===== config.mk =====
export PLATFORM = sky130hd
export DESIGN_NAME = pief_top
export DESIGN_NICKNAME = d
export VERILOG_FILES = /design/src/hw/pief_pkg.sv /design/src/hw/pief_top.sv
export VERILOG_INCLUDE_DIRS = /design/src /design/src/hw
export SDC_FILE = /design/constraint.sdc
export NUM_CORES = 1
export LEC_CHECK = 0
export ABC_AREA = 1
export BUFFER_PORTS_ARGS = -buffer_cell sky130_fd_sc_hd__buf_2
export CAP_MARGIN = 20
export CORE_MARGIN = 2
export CORE_UTILIZATION = 43
export CTS_BUF_LIST = sky130_fd_sc_hd__clkbuf_16
export CTS_CLUSTER_DIAMETER = 50
export DETAILED_ROUTE_END_ITERATION = 6
export PLACE_DENSITY = 0.8
export SYNTH_ARGS = -nofsm -noshare
export SYNTH_HDL_FRONTEND = slang
export SYNTH_SLANG_ARGS = --single-unit

===== constraint.sdc =====
create_clock -name clk_i -period 1.7 [get_ports clk_i]
set_clock_uncertainty 0.05 [all_clocks]
set_input_delay 0.34 -clock clk_i [delete_from_list [all_inputs] [get_ports clk_i]]
set_output_delay 0.34 -clock clk_i [all_outputs]
set_load 0.02 [all_outputs]

===== src/hw/pief_defines.svh =====
`ifndef PIEF_DEFINES_SVH
`define PIEF_DEFINES_SVH

// register byte offsets on the bus
`define PIEF_OFS_EN1 8'h00
`define PIEF_OFS_EN2 8'h04
`define PIEF_OFS_REQ1 8'h08
`define PIEF_OFS_CTRL 8'h0C

// reset values
`define PIEF_RST_EN1 7'h00
`define PIEF_RST_EN2 4'h0
`define PIEF_RST_REQ1 7'h00

// first enable / request register bit positions
`define PIEF_B_CONV 6
`define PIEF_B_RX 5
`define PIEF_B_TX 4
`define PIEF_B_SYNC 3
`define PIEF_B_CAPCMP 2
`define PIEF_B_T2 1
`define PIEF_B_T1 0

// second enable register field, bits 7..4
`define PIEF_B_EN2_LSB 4
`define PIEF_B_OSC_FAIL 7
`define PIEF_B_CMP_B 6
`define PIEF_B_CMP_A 5
`define PIEF_B_NVM 4

// control register bits, laid out as in the core control register
`define PIEF_B_GIE 7
`define PIEF_B_PME 6

// flag bits that software may write; bits 5 and 4 are live status
`define PIEF_REQ_WMASK 7'h4F

`endif


===== src/hw/pief_pkg.sv =====
`default_nettype none
package pief_pkg;

	// one event or status line per request source, except capture and compare, which both feed the one capture/compare flag
	typedef struct packed {
		logic conv_done;
		logic rx_full;
		logic tx_empty;
		logic sync_done;
		logic capture;
		logic compare;
		logic t2_match;
		logic t1_ovf;
	} pief_evt_t;

	// capture/compare unit mode
	typedef enum logic {
		PIEF_CAPTURE,
		PIEF_COMPARE
	} pief_ccmode_t;

	// decoded register target
	typedef enum logic [2:0] {
		PIEF_SEL_EN1,
		PIEF_SEL_EN2,
		PIEF_SEL_REQ,
		PIEF_SEL_CTRL,
		PIEF_SEL_NONE
	} pief_sel_t;

endpackage
`default_nettype wire


===== src/hw/pief_top.sv =====
// The Wishbone register port and the register offsets are this design's own decisions.
`include "pief_defines.svh"
`default_nettype none
module pief_top #(
	parameter int ADR_W = 8,
	parameter int DAT_W = 32
) (
	input wire logic clk_i,
	input wire logic rst_i,
	input wire logic wb_cyc_i,
	input wire logic wb_stb_i,
	input wire logic wb_we_i,
	input wire logic [ADR_W-1:0] wb_adr_i,
	input wire logic [3:0] wb_sel_i,
	input wire logic [DAT_W-1:0] wb_dat_i,
	output logic [DAT_W-1:0] wb_dat_o,
	output logic wb_ack_o,
	input wire pief_pkg::pief_evt_t evt_i,
	input wire pief_pkg::pief_ccmode_t ccp_mode_i,
	output logic irq_o
);

	// the register map is one byte wide in a 32-bit word
	if (DAT_W != 32 || ADR_W < 4) begin : g_chk
		$error("pief_top: needs DAT_W 32 and ADR_W at least 4");
	end

	// address decode shared by read and write paths
	function automatic pief_pkg::pief_sel_t dec(
		input logic [ADR_W-1:0] a
	);
		pief_pkg::pief_sel_t s;
		s = pief_pkg::PIEF_SEL_NONE;
		if ((a >> 4) == '0) begin
			case ({4'h0, a[3:0]})
				`PIEF_OFS_EN1: s = pief_pkg::PIEF_SEL_EN1;
				`PIEF_OFS_EN2: s = pief_pkg::PIEF_SEL_EN2;
				`PIEF_OFS_REQ1: s = pief_pkg::PIEF_SEL_REQ;
				`PIEF_OFS_CTRL: s = pief_pkg::PIEF_SEL_CTRL;
				default: s = pief_pkg::PIEF_SEL_NONE;
			endcase
		end
		return s;
	endfunction

	logic [6:0] en1;
	logic [3:0] en2;
	logic [6:0] req;
	logic global_irq_en;
	logic pme;
	logic req_hit;
	logic wr_stb;
	logic [6:0] flags;
	logic [6:0] set_ev;
	logic [7:0] next_rd;
	logic any_pend;
	pief_pkg::pief_sel_t sel;

	// request taken on the first cycle, answered one edge later
	assign req_hit = wb_cyc_i & wb_stb_i & ~wb_ack_o;
	assign sel = dec(wb_adr_i);
	// writes land at the edge where the master sees ack
	assign wr_stb = wb_cyc_i & wb_stb_i & wb_we_i & wb_ack_o
		& wb_sel_i[0];

	// acknowledge: one cycle pulse for every access
	always_ff @(posedge clk_i) begin
		if (rst_i) begin
			wb_ack_o <= 1'b0;
		end else begin
			wb_ack_o <= req_hit;
		end
	end

	// enable registers, zero at reset
	always_ff @(posedge clk_i) begin
		if (rst_i) begin
			en1 <= `PIEF_RST_EN1;
			en2 <= `PIEF_RST_EN2;
		end else if (wr_stb) begin
			if (sel == pief_pkg::PIEF_SEL_EN1) begin
				en1 <= wb_dat_i[6:0];
			end
			if (sel == pief_pkg::PIEF_SEL_EN2) begin
				en2 <= wb_dat_i[7:`PIEF_B_EN2_LSB];
			end
		end
	end

	// master enables, mirroring the core control register
	always_ff @(posedge clk_i) begin
		if (rst_i) begin
			global_irq_en <= 1'b0;
			pme <= 1'b0;
		end else if (wr_stb && sel == pief_pkg::PIEF_SEL_CTRL) begin
			global_irq_en <= wb_dat_i[`PIEF_B_GIE];
			pme <= wb_dat_i[`PIEF_B_PME];
		end
	end

	// hardware set events per flag bit
	always_comb begin
		set_ev = '0;
		set_ev[`PIEF_B_CONV] = evt_i.conv_done;
		set_ev[`PIEF_B_SYNC] = evt_i.sync_done;
		if (ccp_mode_i == pief_pkg::PIEF_CAPTURE) begin
			set_ev[`PIEF_B_CAPCMP] = evt_i.capture;
		end else begin
			set_ev[`PIEF_B_CAPCMP] = evt_i.compare;
		end
		set_ev[`PIEF_B_T2] = evt_i.t2_match;
		set_ev[`PIEF_B_T1] = evt_i.t1_ovf;
	end

	// sticky flags: set ignores enables, set beats the write
	for (genvar i = 0; i < 7; i++) begin : g_flag
		localparam logic [6:0] WM = `PIEF_REQ_WMASK;
		if (WM[i]) begin : g_sticky
			always_ff @(posedge clk_i) begin
				if (rst_i) begin
					req[i] <= 1'b0;
				end else if (set_ev[i]) begin
					req[i] <= 1'b1;
				end else if (wr_stb
					&& sel == pief_pkg::PIEF_SEL_REQ) begin
					req[i] <= wb_dat_i[i];
				end
			end

		end else begin : g_live
			assign req[i] = 1'b0;
		end
	end

	// serial buffer status shows through live, cleared upstream
	always_comb begin
		flags = req;
		flags[`PIEF_B_RX] = evt_i.rx_full;
		flags[`PIEF_B_TX] = evt_i.tx_empty;
	end

	// read multiplexer, unimplemented bits read zero
	always_comb begin
		next_rd = 8'h00;
		case (sel)
			pief_pkg::PIEF_SEL_EN1: next_rd = {1'b0, en1};
			pief_pkg::PIEF_SEL_EN2: next_rd = {en2, 4'h0};
			pief_pkg::PIEF_SEL_REQ: next_rd = {1'b0, flags};
			pief_pkg::PIEF_SEL_CTRL: next_rd = {global_irq_en, pme, 6'h00};
			default: next_rd = 8'h00;
		endcase
	end

	// read data captured with the acknowledge
	always_ff @(posedge clk_i) begin
		if (rst_i) begin
			wb_dat_o <= '0;
		end else if (req_hit) begin
			wb_dat_o <= {24'h00_0000, next_rd};
		end
	end

	// any enabled source pending, before the master enables
	assign any_pend = |(flags & en1);

	// peripheral request: masked OR, then both master enables
	always_ff @(posedge clk_i) begin
		if (rst_i) begin
			irq_o <= 1'b0;
		end else begin
			irq_o <= any_pend & pme & global_irq_en;
		end
	end
endmodule
`default_nettype wire


==> results of run 1 <==
flip-flops by register name (all words and copies together) (netlist names):
name	cells
en2	4
wb_ack_o	1
en1	7
irq_o	1
pme	1
flags	5
wb_dat_o	8
global_irq_en	1
through the flow:
stage / cell area, sq um / hold slack [ps] / cells / utilization, % / setup WS (ps)
CTS: 1770 / 216 / 296 / 53.1 / 286
detailed placement: 1670 / 393 / 292 / 50.0 / 28.4
finish: 1770 / 218 / 296 / 53.1 / 272
global route: 1770 / 229 / 296 / 53.1 / 111
global placement: 1670 / 390 / 292 / 50.0 / 63.0
floorplan: 1580 / 359 / 229 / - / 178
Yosys cell counts (all sizes together) (4+ instances only):
cell | n | share of area, %
o21ai | 20 | 6.7
nand2 | 48 | 13
a21oi | 17 | 5.7
buf | 26 | 13
nor2 | 24 | 9.7
nand4 | 4 | 1.7
inv | 17 | 4.3
dfxtp | 28 | 38
nand3 | 14 | 4.7
critical path, stage by stage, from the launching register on:
cell	delay (ps)
dfxtp_1	360
nand3_1	130
nor2_4	210
inv_2	90
nor2_2	180
inv_2	90
o21ai_0	160
a21oi_1	50
where the power goes:
part / switching (mW) / total (mW) / internal [mW]
Clock: 0.222 / 0.691 / 0.469
Combinational: 0.105 / 0.149 / 0.0441
Sequential: 0.00883 / 0.674 / 0.666
Total: 0.336 / 1.51 / 1.18
how the worst min path moves through the flow:
stage | to | slack, ps
after floorplan | wb_dat_o[7] | 360
after global placement | en2[3] | 390
after detailed placement | en2[3] | 390
after CTS | flags[3] | 220
after global routing | flags[1] | 230
final | flags[3] | 220
cell usage in the layout (no fill, tap or decap), types with 5 or more instances in the layout:
| master | instances |
|---|---|
| o21ai_0 | 15 |
| conb_1 | 24 |
| buf_2 | 40 |
| inv_1 | 13 |
| dfxtp_1 | 28 |
| a21oi_1 | 17 |
| nand2_1 | 45 |
| o21ai_1 | 5 |
| nor2_1 | 17 |
| nand3_1 | 14 |
per-layer routing:
metal  wire [um]  share of wire (%)
met4          55                1.8
met1        1430                 46
met2        1460                 47
met3         162                5.2
met5           0                  0
final cells by class:
type | instances | area (sq um) | share of cell area [%]
Tap cell | 46 | 57.6 | 3.25
Inverter | 18 | 67.6 | 3.81
Timing Repair Buffer | 44 | 230 | 13.0
Clock inverter | 1 | 30.0 | 1.69
Clock buffer | 3 | 75.1 | 4.23
Multi-Input combinational cell | 156 | 752 | 42.4
Sequential cell | 28 | 561 | 31.6
cells by family (layout without fill, tap and decap cells):
| group | count (synthesis) | after routing | share of synthesized area [%] |
|---|---|---|---|
| compound gates | 40 | 40 | 14.1 |
| buf+inv | 45 | 66 | 17.9 |
| flops | 28 | 28 | 37.6 |
| mux | 1 | 1 | 0.671 |
| simple gates | 91 | 91 | 29.6 |
| other cells | 1 | 24 | 0.251 |
==> impl_results.md, run 1 <==
* RSZ-0062 raised after global routing: no
* Routed WL at 3100 um
* # clock sinks at 28
* Fmax achieved at 700 MHz
* Reg-to-reg critical path startpoint: wb_ack_o
* Resize count post-CTS at 0
* Largest net degree at the start of global routing at 18
* Die width at 62.9 um
* Register bit total from synthesis at 28
* Cell variety after synth at 26
* Die Height at 62.9 um
* Hold Crit Class: in -> reg
* Post-synthesis sequential area ratio at 37.6%
* Max Cap Viol at 0
* Kind of start point of the critical path: register
* Total power at 1.51 mW
* Area delta synth->final at 18.8%
* Crit path to: en2[3]
* PwrDens at 854 nW/um^2
* Routed Antenna Nets at 0
* # hold bufs at CTS at 0
* Setup Crit Path Kind: reg -> reg
* CTS H-tree depth at 1
* Syn Inst Count at 206
* EDFF count, synth at 0
* Mean Syn Cell Area at 7.25 sq um
* M1 GR Usage at between 20% and 30%
* Warnings from Yosys at 0
* Antenna diode count at 0
* Final setup fails at 0
* Worst Hold Depth at 3
* # rows at 21
* Worst Setup SP: wb_ack_o
* CTS buffer count at 3
* Most Crowded Layer GR: met2
* Hold Crit Start: evt_i[4]
* Status: completed
* Drt first pass iters at 4
* Worst reg2reg endpoint: en2[3]
* Slew Limit Fails at 0
* GR Util met2 at 27.7%
* Fin crit period at 1430 ps
* Root buf cell: clkbuf_16
* Peak VDD IR at 0.337 mV
* GRT Total Usage at 16.8%
* Clk slew on worst S/H paths at around 70 ps
* Vias in the first global route at about 1,300
* Fill cells at 351
* Die ar. at 3960 sq um
* Leakage at ~0.88 nW
* Ys async rst share at 0%
* CTS tree: done
* Met3 Usage GRT at about 2%
* Core Area at 3340 sq um
* DR DRC count at 0
* I/O Buffers at 40
* Mapped Area at about 1500 sq um
* Worst-Skew Late Latency at approximately 260 ps
* Vias at 1,344
* Layout cells sized above 1 at 25.2%
* Avg WL per Cell at 10.5 um
* Postcts setup bufs at 0
* # IOs at between 90 and 100
* Antenna violations before repair at 0
* Max clock buf depth at 2
* Final net count at 309
* Critical Path End Type: register
* Grt total ovfl at 0
* CP required at 1800 ps
* Final setup TNS at 0 ps
* Gp weighted congestion at 0.872
* Max FO, Critical Path at 7
* DR vias/cell at ~4.5
* HPWL Detailed at 2350 um
* Synth Flop Type: dfxtp_1
* Period Utilization, post-route at 84.0%
* Iter 0 DRT Violations at 38
* Reg2Reg Setup Slack at 270 ps
* Starting Density at 44.7%
* First-pass GRT wire length at about 5400 um
* R2R depth at 7
* Final hold viol count at 0
* WP data arrival at 1530 ps
Power figures use the tool's default switching activity.
==> run 2, diff against run 1 <==
--- a/config.mk
+++ b/config.mk
@@ -6,15 +6,15 @@
 export SDC_FILE = /design/constraint.sdc
 export NUM_CORES = 1
 export LEC_CHECK = 0
-export ABC_AREA = 1
+export ABC_AREA = 0
 export BUFFER_PORTS_ARGS = -buffer_cell sky130_fd_sc_hd__buf_2
 export CAP_MARGIN = 20
 export CORE_MARGIN = 2
-export CORE_UTILIZATION = 43
+export CORE_UTILIZATION = 39
 export CTS_BUF_LIST = sky130_fd_sc_hd__clkbuf_16
 export CTS_CLUSTER_DIAMETER = 50
 export DETAILED_ROUTE_END_ITERATION = 6
-export PLACE_DENSITY = 0.8
+export PLACE_DENSITY = 0.76
 export SYNTH_ARGS = -nofsm -noshare
 export SYNTH_HDL_FRONTEND = slang
 export SYNTH_SLANG_ARGS = --single-unit
==> constraint.sdc (replaced) <==
create_clock -name clk_i -period 1.21 [get_ports clk_i]
set_clock_uncertainty 0.05 [all_clocks]
set_input_delay 0.242 -clock clk_i [delete_from_list [all_inputs] [get_ports clk_i]]
set_output_delay 0.242 -clock clk_i [all_outputs]
set_load 0.02 [all_outputs]
==> run 2 against run 1 <==
  * The flow now finishes with violations (negative setup slack)
  * Synthesized area grew 4.4%
  * Fmax up 6.8%
  * Sequential share of layout area is 3.8 points lower
  * Synthesized cell count shrank 18%
  * Non-clock buffer count increased by 13
  * Setup slack got worse by 400 ps
  * Combinational power up 93%
  * Hold slack got worse by 2.1 ps
  * Clock-buffer cell count stayed put
  * Wire length is 22% higher
  * Critical path type unchanged
  * Critical endpoint is now en1[4]
  * Highest routed layer unchanged
==> impl_results.md, run 2 <==
* Status: complete, but fails checks
* Failing checks: negative setup slack
* Period Utilization, post-route at 111%
* # rows at 22
* Top reg by flops: wb_dat_o
* Die ar. at 4520 sq um
* Iter 0 DRT Violations at 95
* Cell variety after synth at 36
* Tightest Pin Transition at around 530 ps
* # clock sinks at 28
* GRT Total Usage at 15.7%
* Kind of start point of the critical path: register
* Register bit total from synthesis at 28
* Compound-gate portion of the synthesized area at under 10%
* # hold bufs at CTS at 0
* Die Height at 67.2 um
* Ys async rst share at 0%
* Adder-Cell Fraction of Synth Area at 0%
* Root buf cell: clkbuf_16
* Fill cells at 345
* Yosys top cell area share at a little over a third
* # IOs at 92
* Max reg flops at 8
* Worst reg2reg endpoint: en1[4]
* Final net count at 280
* RSZ-0062 raised after global routing: yes
* Cells along the critical path: and4_4 -> and3b_2 -> and2_4 -> mux2i_1
* Peak VDD IR at approximately 0.67 mV
* Crit path to: en1[4]
* DR DRC count at 0
* Reg-to-reg critical path startpoint: wb_ack_o
* Final setup fails at 22
* Core Area at 3740 sq um
* Synth top area cells: dfxtp_1 (36%), buf_4 (12%), mux2i_1 (7.7%)
* Final setup TNS at -1470 ps
* Fin crit period at 1340 ps
* Area delta synth->final at 30.0%
* EDFF count, synth at 0
* Synth Flop Type: dfxtp_1
* Max Cap Viol at 0
* Worst Setup Slack, final at -127 ps
* Mapped Area at 1560 sq um
* Antenna diode count at 0
* Multiplexer area fraction after synthesis at 12.8%
* Cell area after layout at 2030 sq um
* CTS tree: done
* Slew Limit Fails at 0
* Grt total ovfl at 0
* Largest family of logic cells by synthesized area: simple AND/OR/NAND/NOR gates
* Pre-CTS setup slack at -285 ps
* Gp weighted congestion at roughly 0.8
* Reg2Reg Setup Slack at -130 ps
* Vias at 1,344
* Routed Antenna Nets at 0
* Die width at 67.2 um
* PwrDens at 976 nW/um^2
* WHS at roughly 220 ps
* Mean Syn Cell Area at about 9.2 sq um
* CTS H-tree depth at 1
* Fmax achieved at 748 MHz
* R2R depth at 4
* DR vias/cell at 5.00
* Post-Synth XOR/XNOR Area at 0%
* Starting Density at a little over two fifths
* Drt first pass iters at 4
* Layout cells sized above 1 at a little over two fifths
* I/O Buffers at 40
* Warnings from Yosys at 0
* DP Area at roughly 1800 sq um
* First-pass GRT wire length at between 5000 and 6000 um
* WP data arrival at 1480 ps
* Largest net degree at the start of global routing at 32
* Area leader, netlist: dfxtp_1
* Critical Path End Type: register
* Setup Crit Path Kind: reg -> reg
* Worst Setup SP: wb_ack_o
* CP required at 1350 ps
* Most frequent cells in the layout: buf_2 (38), dfxtp_1 (27), conb_1 (24), nand2b_1 (17), buf_4 (14)
* CTS buffer count at 3
* Routed WL at 3790 um
* HPWL Detailed at approximately 2700 um
* Commonest non-fill, non-tap cell in the layout: buf_2
* Post-Synth Simple-Gate Area at 26.0%
* Final hold viol count at 0
* Max clock buf depth at 2
* Max incr delay on CP at 340 ps
* Worst-Skew Late Latency at about 260 ps
* Antenna violations before repair at 0
* Avg WL per Cell at 14.1 um
* Top cells by count, synth: dfxtp_1 (28), buf_4 (25), nand2b_1 (17)
* Leakage at 0.868 nW
* Total power at ~2.0 mW
* Slowest cell on crit path: dfxtp_4
* Max FO, Critical Path at 7
* Hold Crit Class: in -> reg
* Vias in the first global route at 1,237
* Slew headroom at roughly two thirds
* Most common cell in the netlist: dfxtp_1
* Post-synthesis sequential area ratio at 36.0%
* Clk slew on worst S/H paths at 60 ps
* Syn Inst Count at 169
## run 2: cell types whose count changed after synthesis, moves of 6 or more
cell | previous run | this run
a211oi_1 | 0 | 6
a21oi_1 | 17 | 7
inv_1 | 13 | 1
mux2i_1 | 1 | 12
nand2_1 | 45 | 10
nand2b_1 | 0 | 17
nor2_1 | 17 | 9
o21ai_0 | 15 | 0
## run 2: cells by family after synthesis
logic type             after synthesis
AO/OA/AOI/OAI                       23
buffers and inverters               33
flip-flops                          28
multiplexers                        18
other                                1
AND/OR/NAND/NOR                     66
## run 2: what timing repair did
action                                  CTS  global route
gates resized for setup                   7            21
setup buffers                             3             1
pin swaps                                 2            10
endpoints found under the setup margin   20            22
## run 2: worst min-delay path by stage
stage,start,slack [ps],cells past startpoint,endpoint
final,wb_dat_i[3],220,3,en1[3]
after global routing,wb_dat_i[2],240,3,en1[2]
after CTS,wb_dat_i[1],210,3,en1[1]
after detailed placement,wb_dat_o[4],390,2,wb_dat_o[4]
after global placement,wb_dat_o[6],390,2,wb_dat_o[6]
after floorplan,wb_dat_i[0],360,2,en1[0]
## run 2: worst max-delay path, delay by kind of cell (launching register included)
| family | cells | cell delay [ps] |
|---|---|---|
| flip-flops | 1 | 340 |
| multiplexers | 1 | 200 |
| AND/OR/NAND/NOR | 3 | 670 |
## run 2: power breakdown
group | switching, mW | internal (mW)
Sequential | 0.0115 | 0.934
Clock | 0.300 | 0.443
Combinational | 0.175 | 0.113
## run 2: per-stage QoR
| stage | util [%] | cells |
|---|---|---|
| detailed placement | 47.9 | 262 |
| finish | 54.1 | 269 |
| global route | 54.1 | 269 |
| global placement | 47.9 | 262 |
| CTS | 51.5 | 269 |
| floorplan | - | 192 |
## run 2: area by class of cell
cell class	count	area (sq um)	area share (%)
multi-input combinational	131	967	47.7
sequential	28	564	27.9
inverter	1	3.75	0.185
clock buffer	3	75.1	3.71
timing repair buffer	57	352	17.4
tap	48	60.1	2.96
clock inverter	1	3.75	0.185
## run 2: layer usage
metal	up-vias	global-route usage, %	wire length, um
li1	658	-	-
met1	637	19.2	1610
met2	46	28.5	1940
met3	3	3.00	219
met4	0	3.06	12
met5	-	0	0
